`src/fifo_flag_pkg.sv`:
```
package fifo_flag_pkg;
    // Geometry of the shallower organisation
    localparam int          DATA_W       = 18;
    localparam int          OFF_W        = 17;
    localparam int          CNT_W        = 18;
    localparam int          OFF_LSB_W    = 9;
    localparam int          OFF_MSB_W    = 8;
    localparam logic [5:0]  SER_LAST     = 6'h21;
    localparam logic [5:0]  SER_SPLIT    = 6'h11;
    // Word-count thresholds
    localparam logic [18:0] HALF_STD     = 19'h10001;
    localparam logic [18:0] HALF_FT      = 19'h10002;
    localparam logic [18:0] FULL_STD     = 19'h20000;
    localparam logic [18:0] FULL_FT      = 19'h20001;
    // Reset values
    localparam logic [16:0] OFF_DEF_SER  = 17'h003ff;
    localparam logic [16:0] OFF_DEF_PAR  = 17'h0007f;
    localparam logic [6:0]  FLAGS_RESET  = 7'h71;
    localparam logic [1:0]  FLAG_SETTLE  = 2'h2;
    // Flag vector positions: {ff, paf, hf, pae, ef, ir, or}
    localparam int          FL_FF        = 6;
    localparam int          FL_PAF       = 5;
    localparam int          FL_HF        = 4;
    localparam int          FL_PAE       = 3;
    localparam int          FL_EF        = 2;
    localparam int          FL_IR        = 1;
    localparam int          FL_OR        = 0;
    // Controller register map and fields
    localparam logic [3:0]  REG_CTRL     = 4'h0;
    localparam logic [3:0]  REG_CMD      = 4'h4;
    localparam logic [3:0]  REG_STATUS   = 4'h8;
    localparam logic [3:0]  REG_RDATA    = 4'hc;
    localparam int          CTRL_FT_BIT  = 0;
    localparam int          CTRL_LD_BIT  = 1;
    localparam int          CMD_OP_LSB   = 18;

    typedef enum logic [1:0] {
        PTR_EMPTY_LSB,
        PTR_EMPTY_MSB,
        PTR_FULL_LSB,
        PTR_FULL_MSB
    } offPtr_t;

    typedef enum logic [2:0] {
        OP_NONE,
        OP_MEM_WR,
        OP_MEM_RD,
        OP_OFF_WR,
        OP_OFF_RD,
        OP_SER_BIT,
        OP_MASTER_RST,
        OP_PARTIAL_RST
    } hostOp_t;
endpackage

```
`src/fifo_flag_if.sv`:
```
`timescale 1ns/1ps
`default_nettype none
interface fifo_flag_if;
    logic        offset_load_sel;
    logic        write_enable_n;
    logic        read_enable_n;
    logic        serial_enable_n;
    logic        serial_in;
    logic        master_reset_n;
    logic        partial_reset_n;
    logic        fall_through_sel;
    logic [17:0] data_in;
    logic [17:0] data_out;
    logic        full_flag;
    logic        input_ready;
    logic        empty_flag;
    logic        output_ready;
    logic        half_full_flag;
    logic        prog_almost_full;
    logic        prog_almost_empty;

    modport device (
        input  offset_load_sel, write_enable_n, read_enable_n, serial_enable_n,
        input  serial_in, master_reset_n, partial_reset_n, fall_through_sel, data_in,
        output data_out, full_flag, input_ready, empty_flag, output_ready,
        output half_full_flag, prog_almost_full, prog_almost_empty
    );
    modport host (
        output offset_load_sel, write_enable_n, read_enable_n, serial_enable_n,
        output serial_in, master_reset_n, partial_reset_n, fall_through_sel, data_in,
        input  data_out, full_flag, input_ready, empty_flag, output_ready,
        input  half_full_flag, prog_almost_full, prog_almost_empty
    );
endinterface
`default_nettype wire

```
`src/fifo_flag_device.sv`:
```
`timescale 1ns/1ps
`default_nettype none
module fifo_flag_device (
    input  wire logic   clk_sys,
    input  wire logic   rst_n,
    fifo_flag_if.device dev
);
    typedef struct packed {
        logic                  serialLd;
        logic                  fallThru;
        logic [16:0]           emptyOff;
        logic [16:0]           fullOff;
        fifo_flag_pkg::offPtr_t wrPtr;
        fifo_flag_pkg::offPtr_t rdPtr;
        logic [5:0]            serCnt;
        logic [1:0]            settle;
        logic [17:0]           count;
        logic [17:0]           dataOut;
        logic [6:0]            flags;
    } devState_t;

    devState_t   s_q;
    devState_t   s_d;
    logic [6:0]  decFlags;
    logic        offWr;
    logic        offRd;
    logic        serShift;
    logic        memWr;
    logic        memRd;
    logic [18:0] capacity;
    logic [4:0]  serIdx;

    // Readback word for one offset register, upper bits zero
    function automatic logic [17:0] offWord(input fifo_flag_pkg::offPtr_t p,
                                            input logic [16:0] eOff,
                                            input logic [16:0] fOff);
        logic [17:0] w;
        w = 18'h00000;
        case (p)
            fifo_flag_pkg::PTR_EMPTY_LSB: w[8:0] = eOff[8:0];
            fifo_flag_pkg::PTR_EMPTY_MSB: w[7:0] = eOff[16:9];
            fifo_flag_pkg::PTR_FULL_LSB:  w[8:0] = fOff[8:0];
            fifo_flag_pkg::PTR_FULL_MSB:  w[7:0] = fOff[16:9];
            default:                      w = 18'h00000;
        endcase
        return w;
    endfunction

    offset_flag_decode u_decode (
        .count    (s_q.count),
        .emptyOff (s_q.emptyOff),
        .fullOff  (s_q.fullOff),
        .fallThru (s_q.fallThru),
        .flags    (decFlags)
    );

    // Pin patterns; offset ones need exact matches, so an overlapped offset read and write does nothing
    always_comb begin
        offWr    = !dev.offset_load_sel && !dev.write_enable_n && dev.read_enable_n
                   && dev.serial_enable_n && !s_q.serialLd;
        offRd    = !dev.offset_load_sel && dev.write_enable_n && !dev.read_enable_n
                   && dev.serial_enable_n;
        serShift = !dev.offset_load_sel && !dev.serial_enable_n && dev.write_enable_n
                   && dev.read_enable_n && s_q.serialLd;
        capacity = s_q.fallThru ? fifo_flag_pkg::FULL_FT : fifo_flag_pkg::FULL_STD;
        memWr    = dev.offset_load_sel && !dev.write_enable_n
                   && ({1'b0, s_q.count} != capacity);
        memRd    = dev.offset_load_sel && !dev.read_enable_n
                   && (s_q.count != 18'h00000);
    end

    // Next state of the whole block
    always_comb begin
        s_d    = s_q;
        serIdx = 5'h00;
        // Word count stands in for the memory array, which lives outside
        case ({memWr, memRd})
            2'b10:   s_d.count = s_q.count + 18'h00001;
            2'b01:   s_d.count = s_q.count - 18'h00001;
            default: s_d.count = s_q.count;
        endcase
        if (offWr) begin
            case (s_q.wrPtr)
                fifo_flag_pkg::PTR_EMPTY_LSB: s_d.emptyOff[8:0]  = dev.data_in[8:0];
                fifo_flag_pkg::PTR_EMPTY_MSB: s_d.emptyOff[16:9] = dev.data_in[7:0];
                fifo_flag_pkg::PTR_FULL_LSB:  s_d.fullOff[8:0]   = dev.data_in[8:0];
                fifo_flag_pkg::PTR_FULL_MSB:  s_d.fullOff[16:9]  = dev.data_in[7:0];
                default:                      s_d.emptyOff       = s_q.emptyOff;
            endcase
            // Pointer is untouched by memory traffic, so writes resume in place
            s_d.wrPtr = fifo_flag_pkg::offPtr_t'(s_q.wrPtr + 2'h1);
        end
        if (offRd) begin
            s_d.dataOut = offWord(s_q.rdPtr, s_q.emptyOff, s_q.fullOff);
            s_d.rdPtr   = fifo_flag_pkg::offPtr_t'(s_q.rdPtr + 2'h1);
        end
        // Settling count for partial flags after a full serial set
        if (s_q.settle != 2'h0) begin
            s_d.settle = s_q.settle - 2'h1;
        end
        if (serShift) begin
            // Low half goes to the empty offset, high half to the full offset
            if (s_q.serCnt < fifo_flag_pkg::SER_SPLIT) begin
                serIdx = s_q.serCnt[4:0];
                s_d.emptyOff[serIdx] = dev.serial_in;
            end else begin
                serIdx = 5'(s_q.serCnt - fifo_flag_pkg::SER_SPLIT);
                s_d.fullOff[serIdx] = dev.serial_in;
            end
            // Position survives pauses, so shifting resumes at the next bit
            if (s_q.serCnt == fifo_flag_pkg::SER_LAST) begin
                s_d.serCnt = 6'h00;
                s_d.settle = fifo_flag_pkg::FLAG_SETTLE;
            end else begin
                s_d.serCnt = s_q.serCnt + 6'h01;
            end
        end
        // Fixed flags track the count; partial flags freeze during a serial load and its settling
        s_d.flags[fifo_flag_pkg::FL_FF] = decFlags[fifo_flag_pkg::FL_FF];
        s_d.flags[fifo_flag_pkg::FL_HF] = decFlags[fifo_flag_pkg::FL_HF];
        s_d.flags[fifo_flag_pkg::FL_EF] = decFlags[fifo_flag_pkg::FL_EF];
        s_d.flags[fifo_flag_pkg::FL_IR] = decFlags[fifo_flag_pkg::FL_IR];
        s_d.flags[fifo_flag_pkg::FL_OR] = decFlags[fifo_flag_pkg::FL_OR];
        if (s_q.serCnt == 6'h00 && s_q.settle == 2'h0) begin
            s_d.flags[fifo_flag_pkg::FL_PAF] = decFlags[fifo_flag_pkg::FL_PAF];
            s_d.flags[fifo_flag_pkg::FL_PAE] = decFlags[fifo_flag_pkg::FL_PAE];
        end
        // Partial reset empties the count and keeps offsets and pointers
        if (!dev.partial_reset_n) begin
            s_d.count = 18'h00000;
            s_d.flags = fifo_flag_pkg::FLAGS_RESET;
        end
        // Master reset samples the straps; only here and at rst_n may the method change
        if (!dev.master_reset_n) begin
            s_d.serialLd = dev.offset_load_sel;
            s_d.fallThru = dev.fall_through_sel;
            s_d.emptyOff = dev.offset_load_sel ? fifo_flag_pkg::OFF_DEF_SER
                                               : fifo_flag_pkg::OFF_DEF_PAR;
            s_d.fullOff  = dev.offset_load_sel ? fifo_flag_pkg::OFF_DEF_SER
                                               : fifo_flag_pkg::OFF_DEF_PAR;
            s_d.wrPtr    = fifo_flag_pkg::PTR_EMPTY_LSB;
            s_d.rdPtr    = fifo_flag_pkg::PTR_EMPTY_LSB;
            s_d.serCnt   = 6'h00;
            s_d.settle   = 2'h0;
            s_d.count    = 18'h00000;
            s_d.dataOut  = 18'h00000;
            s_d.flags    = fifo_flag_pkg::FLAGS_RESET;
        end
    end

    // State register; reset leaves standard mode with parallel defaults
    always_ff @(posedge clk_sys or negedge rst_n) begin
        if (!rst_n) begin
            s_q.serialLd <= 1'b0;
            s_q.fallThru <= 1'b0;
            s_q.emptyOff <= fifo_flag_pkg::OFF_DEF_PAR;
            s_q.fullOff  <= fifo_flag_pkg::OFF_DEF_PAR;
            s_q.wrPtr    <= fifo_flag_pkg::PTR_EMPTY_LSB;
            s_q.rdPtr    <= fifo_flag_pkg::PTR_EMPTY_LSB;
            s_q.serCnt   <= 6'h00;
            s_q.settle   <= 2'h0;
            s_q.count    <= 18'h00000;
            s_q.dataOut  <= 18'h00000;
            s_q.flags    <= fifo_flag_pkg::FLAGS_RESET;
        end else begin
            s_q <= s_d;
        end
    end

    // All outputs come straight from flops
    assign dev.data_out          = s_q.dataOut;
    assign dev.full_flag         = s_q.flags[fifo_flag_pkg::FL_FF];
    assign dev.prog_almost_full  = s_q.flags[fifo_flag_pkg::FL_PAF];
    assign dev.half_full_flag    = s_q.flags[fifo_flag_pkg::FL_HF];
    assign dev.prog_almost_empty = s_q.flags[fifo_flag_pkg::FL_PAE];
    assign dev.empty_flag        = s_q.flags[fifo_flag_pkg::FL_EF];
    assign dev.input_ready       = s_q.flags[fifo_flag_pkg::FL_IR];
    assign dev.output_ready      = s_q.flags[fifo_flag_pkg::FL_OR];
endmodule
`default_nettype wire

```
`src/offset_flag_decode.sv`:
```
`timescale 1ns/1ps
`default_nettype none
module offset_flag_decode (
    input  wire logic [17:0] count,
    input  wire logic [16:0] emptyOff,
    input  wire logic [16:0] fullOff,
    input  wire logic        fallThru,
    output logic      [6:0]  flags
);
    logic [18:0] cnt;
    logic [18:0] eOff;
    logic [18:0] fOff;

    // Active-low flags from the word count; widened so D-m never underflows
    always_comb begin
        cnt  = {1'b0, count};
        eOff = {2'b00, emptyOff};
        fOff = {2'b00, fullOff};
        flags = fifo_flag_pkg::FLAGS_RESET;
        if (fallThru) begin
            flags[fifo_flag_pkg::FL_OR]  = (cnt == 19'h00000);
            flags[fifo_flag_pkg::FL_PAE] = (cnt > eOff + 19'h00001);
            flags[fifo_flag_pkg::FL_HF]  = (cnt < fifo_flag_pkg::HALF_FT);
            flags[fifo_flag_pkg::FL_PAF] = (cnt < fifo_flag_pkg::FULL_FT - fOff);
            flags[fifo_flag_pkg::FL_IR]  = (cnt == fifo_flag_pkg::FULL_FT);
        end else begin
            flags[fifo_flag_pkg::FL_EF]  = (cnt != 19'h00000);
            flags[fifo_flag_pkg::FL_PAE] = (cnt > eOff);
            flags[fifo_flag_pkg::FL_HF]  = (cnt < fifo_flag_pkg::HALF_STD);
            flags[fifo_flag_pkg::FL_PAF] = (cnt < fifo_flag_pkg::FULL_STD - fOff);
            flags[fifo_flag_pkg::FL_FF]  = (cnt != fifo_flag_pkg::FULL_STD);
        end
    end
endmodule
`default_nettype wire

```
`src/flat_wrapper.sv`:
```
// flat-port wrapper written by rule: the top's interface ports become plain ports
module fifo_flag_device_flat 
  (clk_sys, rst_n, dev_offset_load_sel, dev_write_enable_n, dev_read_enable_n, dev_serial_enable_n, dev_serial_in, dev_master_reset_n, dev_partial_reset_n, dev_fall_through_sel, dev_data_in, dev_data_out, dev_full_flag, dev_input_ready, dev_empty_flag, dev_output_ready, dev_half_full_flag, dev_prog_almost_full, dev_prog_almost_empty);
  fifo_flag_if dev_i ();
  input  wire logic clk_sys;
  input  wire logic rst_n;
  input wire logic [$bits(dev_i.offset_load_sel)-1:0] dev_offset_load_sel;
  input wire logic [$bits(dev_i.write_enable_n)-1:0] dev_write_enable_n;
  input wire logic [$bits(dev_i.read_enable_n)-1:0] dev_read_enable_n;
  input wire logic [$bits(dev_i.serial_enable_n)-1:0] dev_serial_enable_n;
  input wire logic [$bits(dev_i.serial_in)-1:0] dev_serial_in;
  input wire logic [$bits(dev_i.master_reset_n)-1:0] dev_master_reset_n;
  input wire logic [$bits(dev_i.partial_reset_n)-1:0] dev_partial_reset_n;
  input wire logic [$bits(dev_i.fall_through_sel)-1:0] dev_fall_through_sel;
  input wire logic [$bits(dev_i.data_in)-1:0] dev_data_in;
  output wire logic [$bits(dev_i.data_out)-1:0] dev_data_out;
  output wire logic [$bits(dev_i.full_flag)-1:0] dev_full_flag;
  output wire logic [$bits(dev_i.input_ready)-1:0] dev_input_ready;
  output wire logic [$bits(dev_i.empty_flag)-1:0] dev_empty_flag;
  output wire logic [$bits(dev_i.output_ready)-1:0] dev_output_ready;
  output wire logic [$bits(dev_i.half_full_flag)-1:0] dev_half_full_flag;
  output wire logic [$bits(dev_i.prog_almost_full)-1:0] dev_prog_almost_full;
  output wire logic [$bits(dev_i.prog_almost_empty)-1:0] dev_prog_almost_empty;
  assign dev_i.offset_load_sel = dev_offset_load_sel;
  assign dev_i.write_enable_n = dev_write_enable_n;
  assign dev_i.read_enable_n = dev_read_enable_n;
  assign dev_i.serial_enable_n = dev_serial_enable_n;
  assign dev_i.serial_in = dev_serial_in;
  assign dev_i.master_reset_n = dev_master_reset_n;
  assign dev_i.partial_reset_n = dev_partial_reset_n;
  assign dev_i.fall_through_sel = dev_fall_through_sel;
  assign dev_i.data_in = dev_data_in;
  assign dev_data_out = dev_i.data_out;
  assign dev_full_flag = dev_i.full_flag;
  assign dev_input_ready = dev_i.input_ready;
  assign dev_empty_flag = dev_i.empty_flag;
  assign dev_output_ready = dev_i.output_ready;
  assign dev_half_full_flag = dev_i.half_full_flag;
  assign dev_prog_almost_full = dev_i.prog_almost_full;
  assign dev_prog_almost_empty = dev_i.prog_almost_empty;
  fifo_flag_device u_core (.clk_sys(clk_sys), .rst_n(rst_n), .dev(dev_i));
endmodule
```
`config.mk`:
```
export PLATFORM = sky130hd
export DESIGN_NAME = fifo_flag_device_flat
export DESIGN_NICKNAME = d
export VERILOG_FILES = /design/src/fifo_flag_pkg.sv /design/src/fifo_flag_if.sv /design/src/fifo_flag_device.sv /design/src/offset_flag_decode.sv /design/src/flat_wrapper.sv
export SDC_FILE = /design/constraint.sdc
export NUM_CORES = 1
export LEC_CHECK = 0
export BUFFER_PORTS_ARGS = -buffer_cell sky130_fd_sc_hd__buf_2
export CORE_MARGIN = 4
export CORE_UTILIZATION = 26
export CTS_BUF_LIST = sky130_fd_sc_hd__clkbuf_8
export DETAILED_ROUTE_END_ITERATION = 12
export MAX_ROUTING_LAYER = met4
export PLACE_DENSITY = 0.43
export SLEW_MARGIN = 10
export SYNTH_ARGS = -nofsm -noshare
export SYNTH_HDL_FRONTEND = slang
export SYNTH_SLANG_ARGS = --single-unit
```
`constraint.sdc`:
```
create_clock -name clk_sys -period 5.4 [get_ports clk_sys]
set_input_delay 1.08 -clock clk_sys [delete_from_list [all_inputs] [get_ports clk_sys]]
set_output_delay 1.08 -clock clk_sys [all_outputs]
set_load 0.005 [all_outputs]
```
==> reports/qor.txt <==
Run status: finished clean
Vias: 7707
Clk_lat worst skew: 0.40 ns
Max Buffers Root-to-Sink: 2
Total DRC errors in the routed layout: 0
Total I/O pin count: 53
Unrepaired setup endpoints after global routing: no
Layout cells sized above 1: 12.8%
#FFs+latches synth: 82
Max cap viols: 0
First-pass DRT Iterations: 6
Root cell of the clock tree: sky130_fd_sc_hd__clkbuf_8
Global-route wire length before repair: 44.4 mm
Setup TNS: 0 ns
DR vias/cell: 5.42
Skew final: 0.0190 ns
Final cycle utilization of the critical path: 85.0%
Sinks on Clock Net: 82
CP startpoint kind: flip-flop
Routability-driven placement congestion ratio: 0.820
Core Area: 31500 um^2
Distinct cell type count after synthesis: 80
Slew at the pin closest to its max-slew limit: 0.815 ns
Area growth from synthesis to layout: 8.98%
Max transition margin: 45.3%
CTS tree: built
Async S/R FF share, synth: 100%
Gr usage total: 16.5%
Placement-stage cell area: 8840 um^2
Detailed placement HPWL: 21.1 mm
Kind of path behind the tightest hold check: reg -> reg
Antenna violations before repair: 0
Final wirelength: 28.2 mm
Final-report setup violation count: 0
Number of cells upsized or downsized after cts: 0
Number of nets still failing antenna checks after routing: 0
Clock slew at the register clock pins of the worst setup and hold paths: 0.11 ns
Fin crit period: 4.59 ns
Cell count after synthesis: 1016
H-tree level count: 3
Number of synthesized flops with an enable pin: 0
Post-CTS setup buffers: 0
Final net count: 1131
Hold buffer count at cts: 0
Post-route standard cell area excluding fillers: 9030 um^2
Die area: 34800 um^2
Horiz. Die Dim: 187 um
Sequential cell area fraction in the yosys report: 25.0%
Final number of max-transition violations: 0
Data arrival, critical path: 4.92 ns
Sort of element at the end of the critical path: flip-flop
Die height: 187 um
Maximum clock frequency: 0.218 GHz
Cts bufs inserted: 9
Initial core utilization: 26.3%
Required time at the endpoint of the critical path: 5.73 ns
Count of buffers inserted at the top-level ports: 34
Std cell rows: 65
Initial DRC count: 546
Congestion Overflow GR: 0
Leakage power total: 4.19 nW
Vias in the first global route: 7395
Post-synthesis cell area: 8290 um^2
Worst setup path category: reg -> reg
Avg Synthesized Cell Area: 8.16 um^2
Hold Vio Cnt, Final: 0
Diode count: 0
Peak ir drop on the vdd network: 101 uV
Peak fanout along the critical path: 13
Top_reg_cell synth: sky130_fd_sc_hd__dfrtp_1
Routed WL per cell: 19.8 um
Pwr Density: 150 nW/um^2
Yosys synthesis warning count: 0
Pin count of the biggest net entering global routing: 59
==> registers in the layout, indices dropped and copies added (netlist names) <==
signal	cells
u_core.s_q	66
u_core.dev.data_out	9
u_core.dev.empty_flag	1
u_core.dev.full_flag	1
u_core.dev.half_full_flag	1
u_core.dev.input_ready	1
u_core.dev.output_ready	1
u_core.dev.prog_almost_empty	1
u_core.dev.prog_almost_full	1
==> worst max-delay path, cell delays in order (launching register included) <==
cell	delay (ns)
sky130_fd_sc_hd__dfrtp_1	0.44
sky130_fd_sc_hd__nor4_1	0.53
sky130_fd_sc_hd__nand3_1	0.28
sky130_fd_sc_hd__nor2_1	0.15
sky130_fd_sc_hd__nand2_1	0.09
sky130_fd_sc_hd__o311ai_0	0.53
sky130_fd_sc_hd__ha_1	0.54
sky130_fd_sc_hd__buf_4	0.27
sky130_fd_sc_hd__o31a_1	0.21
sky130_fd_sc_hd__o41ai_1	0.09
sky130_fd_sc_hd__a22o_1	0.33
sky130_fd_sc_hd__or4b_2	0.72
sky130_fd_sc_hd__a31o_2	0.22
sky130_fd_sc_hd__a21oi_1	0.13
==> path summary, 6_finish.rpt <==
check	start	to	slack [ns]	cells past startpoint
max reg2reg	u_core.s_q[40]$_DFFE_PN0P_	u_core.s_q[42]$_DFFE_PN0P_	0.81	13
min	u_core.s_q[43]$_DFF_PN0_	u_core.s_q[43]$_DFF_PN0_	0.47	1
max	u_core.s_q[40]$_DFFE_PN0P_	u_core.s_q[42]$_DFFE_PN0P_	0.81	13
max in group asynchronous	rst_n	u_core.s_q[60]$_DFF_PN1_	3.69	2
min reg2reg	u_core.s_q[43]$_DFF_PN0_	u_core.s_q[43]$_DFF_PN0_	0.47	1
min in group asynchronous	rst_n	u_core.s_q[34]$_DFFE_PN0P_	0.71	1
==> Yosys cell counts (21+ instances only) <==
library cell               instances  area [um^2]
sky130_fd_sc_hd__nand2_1         108          405
sky130_fd_sc_hd__ha_1             87         1090
sky130_fd_sc_hd__nand3_1          74          370
sky130_fd_sc_hd__dfrtp_1          64         1600
sky130_fd_sc_hd__clkbuf_1         56          210
sky130_fd_sc_hd__nor2_1           51          191
sky130_fd_sc_hd__inv_1            44          165
sky130_fd_sc_hd__o21ai_0          44          220
sky130_fd_sc_hd__a21oi_1          42          210
sky130_fd_sc_hd__xnor2_1          33          289
sky130_fd_sc_hd__nor3_1           26          130
sky130_fd_sc_hd__xor2_1           21          184
==> where the power goes <==
group | internal, mW | switching (mW) | leakage (nW)
Sequential | 0.627 | 0.0227 | 1.07
Combinational | 0.0804 | 0.137 | 3.02
Clock | 0.190 | 0.296 | 0.0998
==> area by class of cell <==
cell class	instances	area, um^2
inverter	44	165
clock buffer	10	138
tap	402	503
multi-input combinational	815	5700
fill	3404	22400
clock inverter	6	55.1
sequential	82	2070
timing repair buffer	64	398
==> metrics by stage <==
step	hold slack (ns)	std cells	util [%]	setup WS, ns	total power [mW]
floorplan	0.432	1024	-	0.521	0.802
global placement	0.456	1407	28.1	0.936	0.880
detailed placement	0.452	1407	28.1	0.868	0.881
CTS	0.469	1423	28.7	0.848	1.38
global route	0.479	1423	28.7	0.391	1.42
finish	0.466	1423	28.7	0.808	1.35
==> cells by family (layout without fill, tap and decap cells) <==
group | after synthesis | after routing | share of synthesized area [%]
buffers and inverters | 127 | 124 | 6.81
XOR/XNOR | 54 | 54 | 5.71
adder cells (fa/ha/maj) | 87 | 87 | 13.1
flip-flops | 82 | 82 | 25.0
AND/OR/NAND/NOR | 388 | 388 | 24.2
multiplexers | 31 | 31 | 3.91
other | 1 | 9 | 0.0452
AO/OA/AOI/OAI | 246 | 246 | 21.1
==> layout by cell type, fill, tap and decap left out, types with 16 or more instances in the layout <==
master	instances
sky130_fd_sc_hd__buf_4	31
sky130_fd_sc_hd__mux2i_1	20
sky130_fd_sc_hd__nor3_1	25
sky130_fd_sc_hd__buf_2	33
sky130_fd_sc_hd__nand2_1	108
sky130_fd_sc_hd__nor2b_1	17
sky130_fd_sc_hd__xnor2_1	33
sky130_fd_sc_hd__a21o_1	20
sky130_fd_sc_hd__o21ai_0	44
sky130_fd_sc_hd__nand3_1	74
sky130_fd_sc_hd__nand4_1	16
sky130_fd_sc_hd__a21oi_1	42
sky130_fd_sc_hd__dfrtp_1	64
sky130_fd_sc_hd__dfstp_2	18
sky130_fd_sc_hd__and3_1	19
sky130_fd_sc_hd__ha_1	87
sky130_fd_sc_hd__nor2_1	51
sky130_fd_sc_hd__inv_1	44
sky130_fd_sc_hd__xor2_1	21
==> per-layer routing <==
| metal | vias to the layer above | global-route usage [%] | routed length [um] |
|---|---|---|---|
| li1 | 3732 | - | - |
| met1 | 3787 | 22.2 | 13400 |
| met2 | 161 | 26.4 | 13300 |
| met3 | 27 | 1.98 | 982 |
| met4 | 0 | 4.29 | 545 |
| met5 | - | - | 0 |
Power figures use the tool's default switching activity.
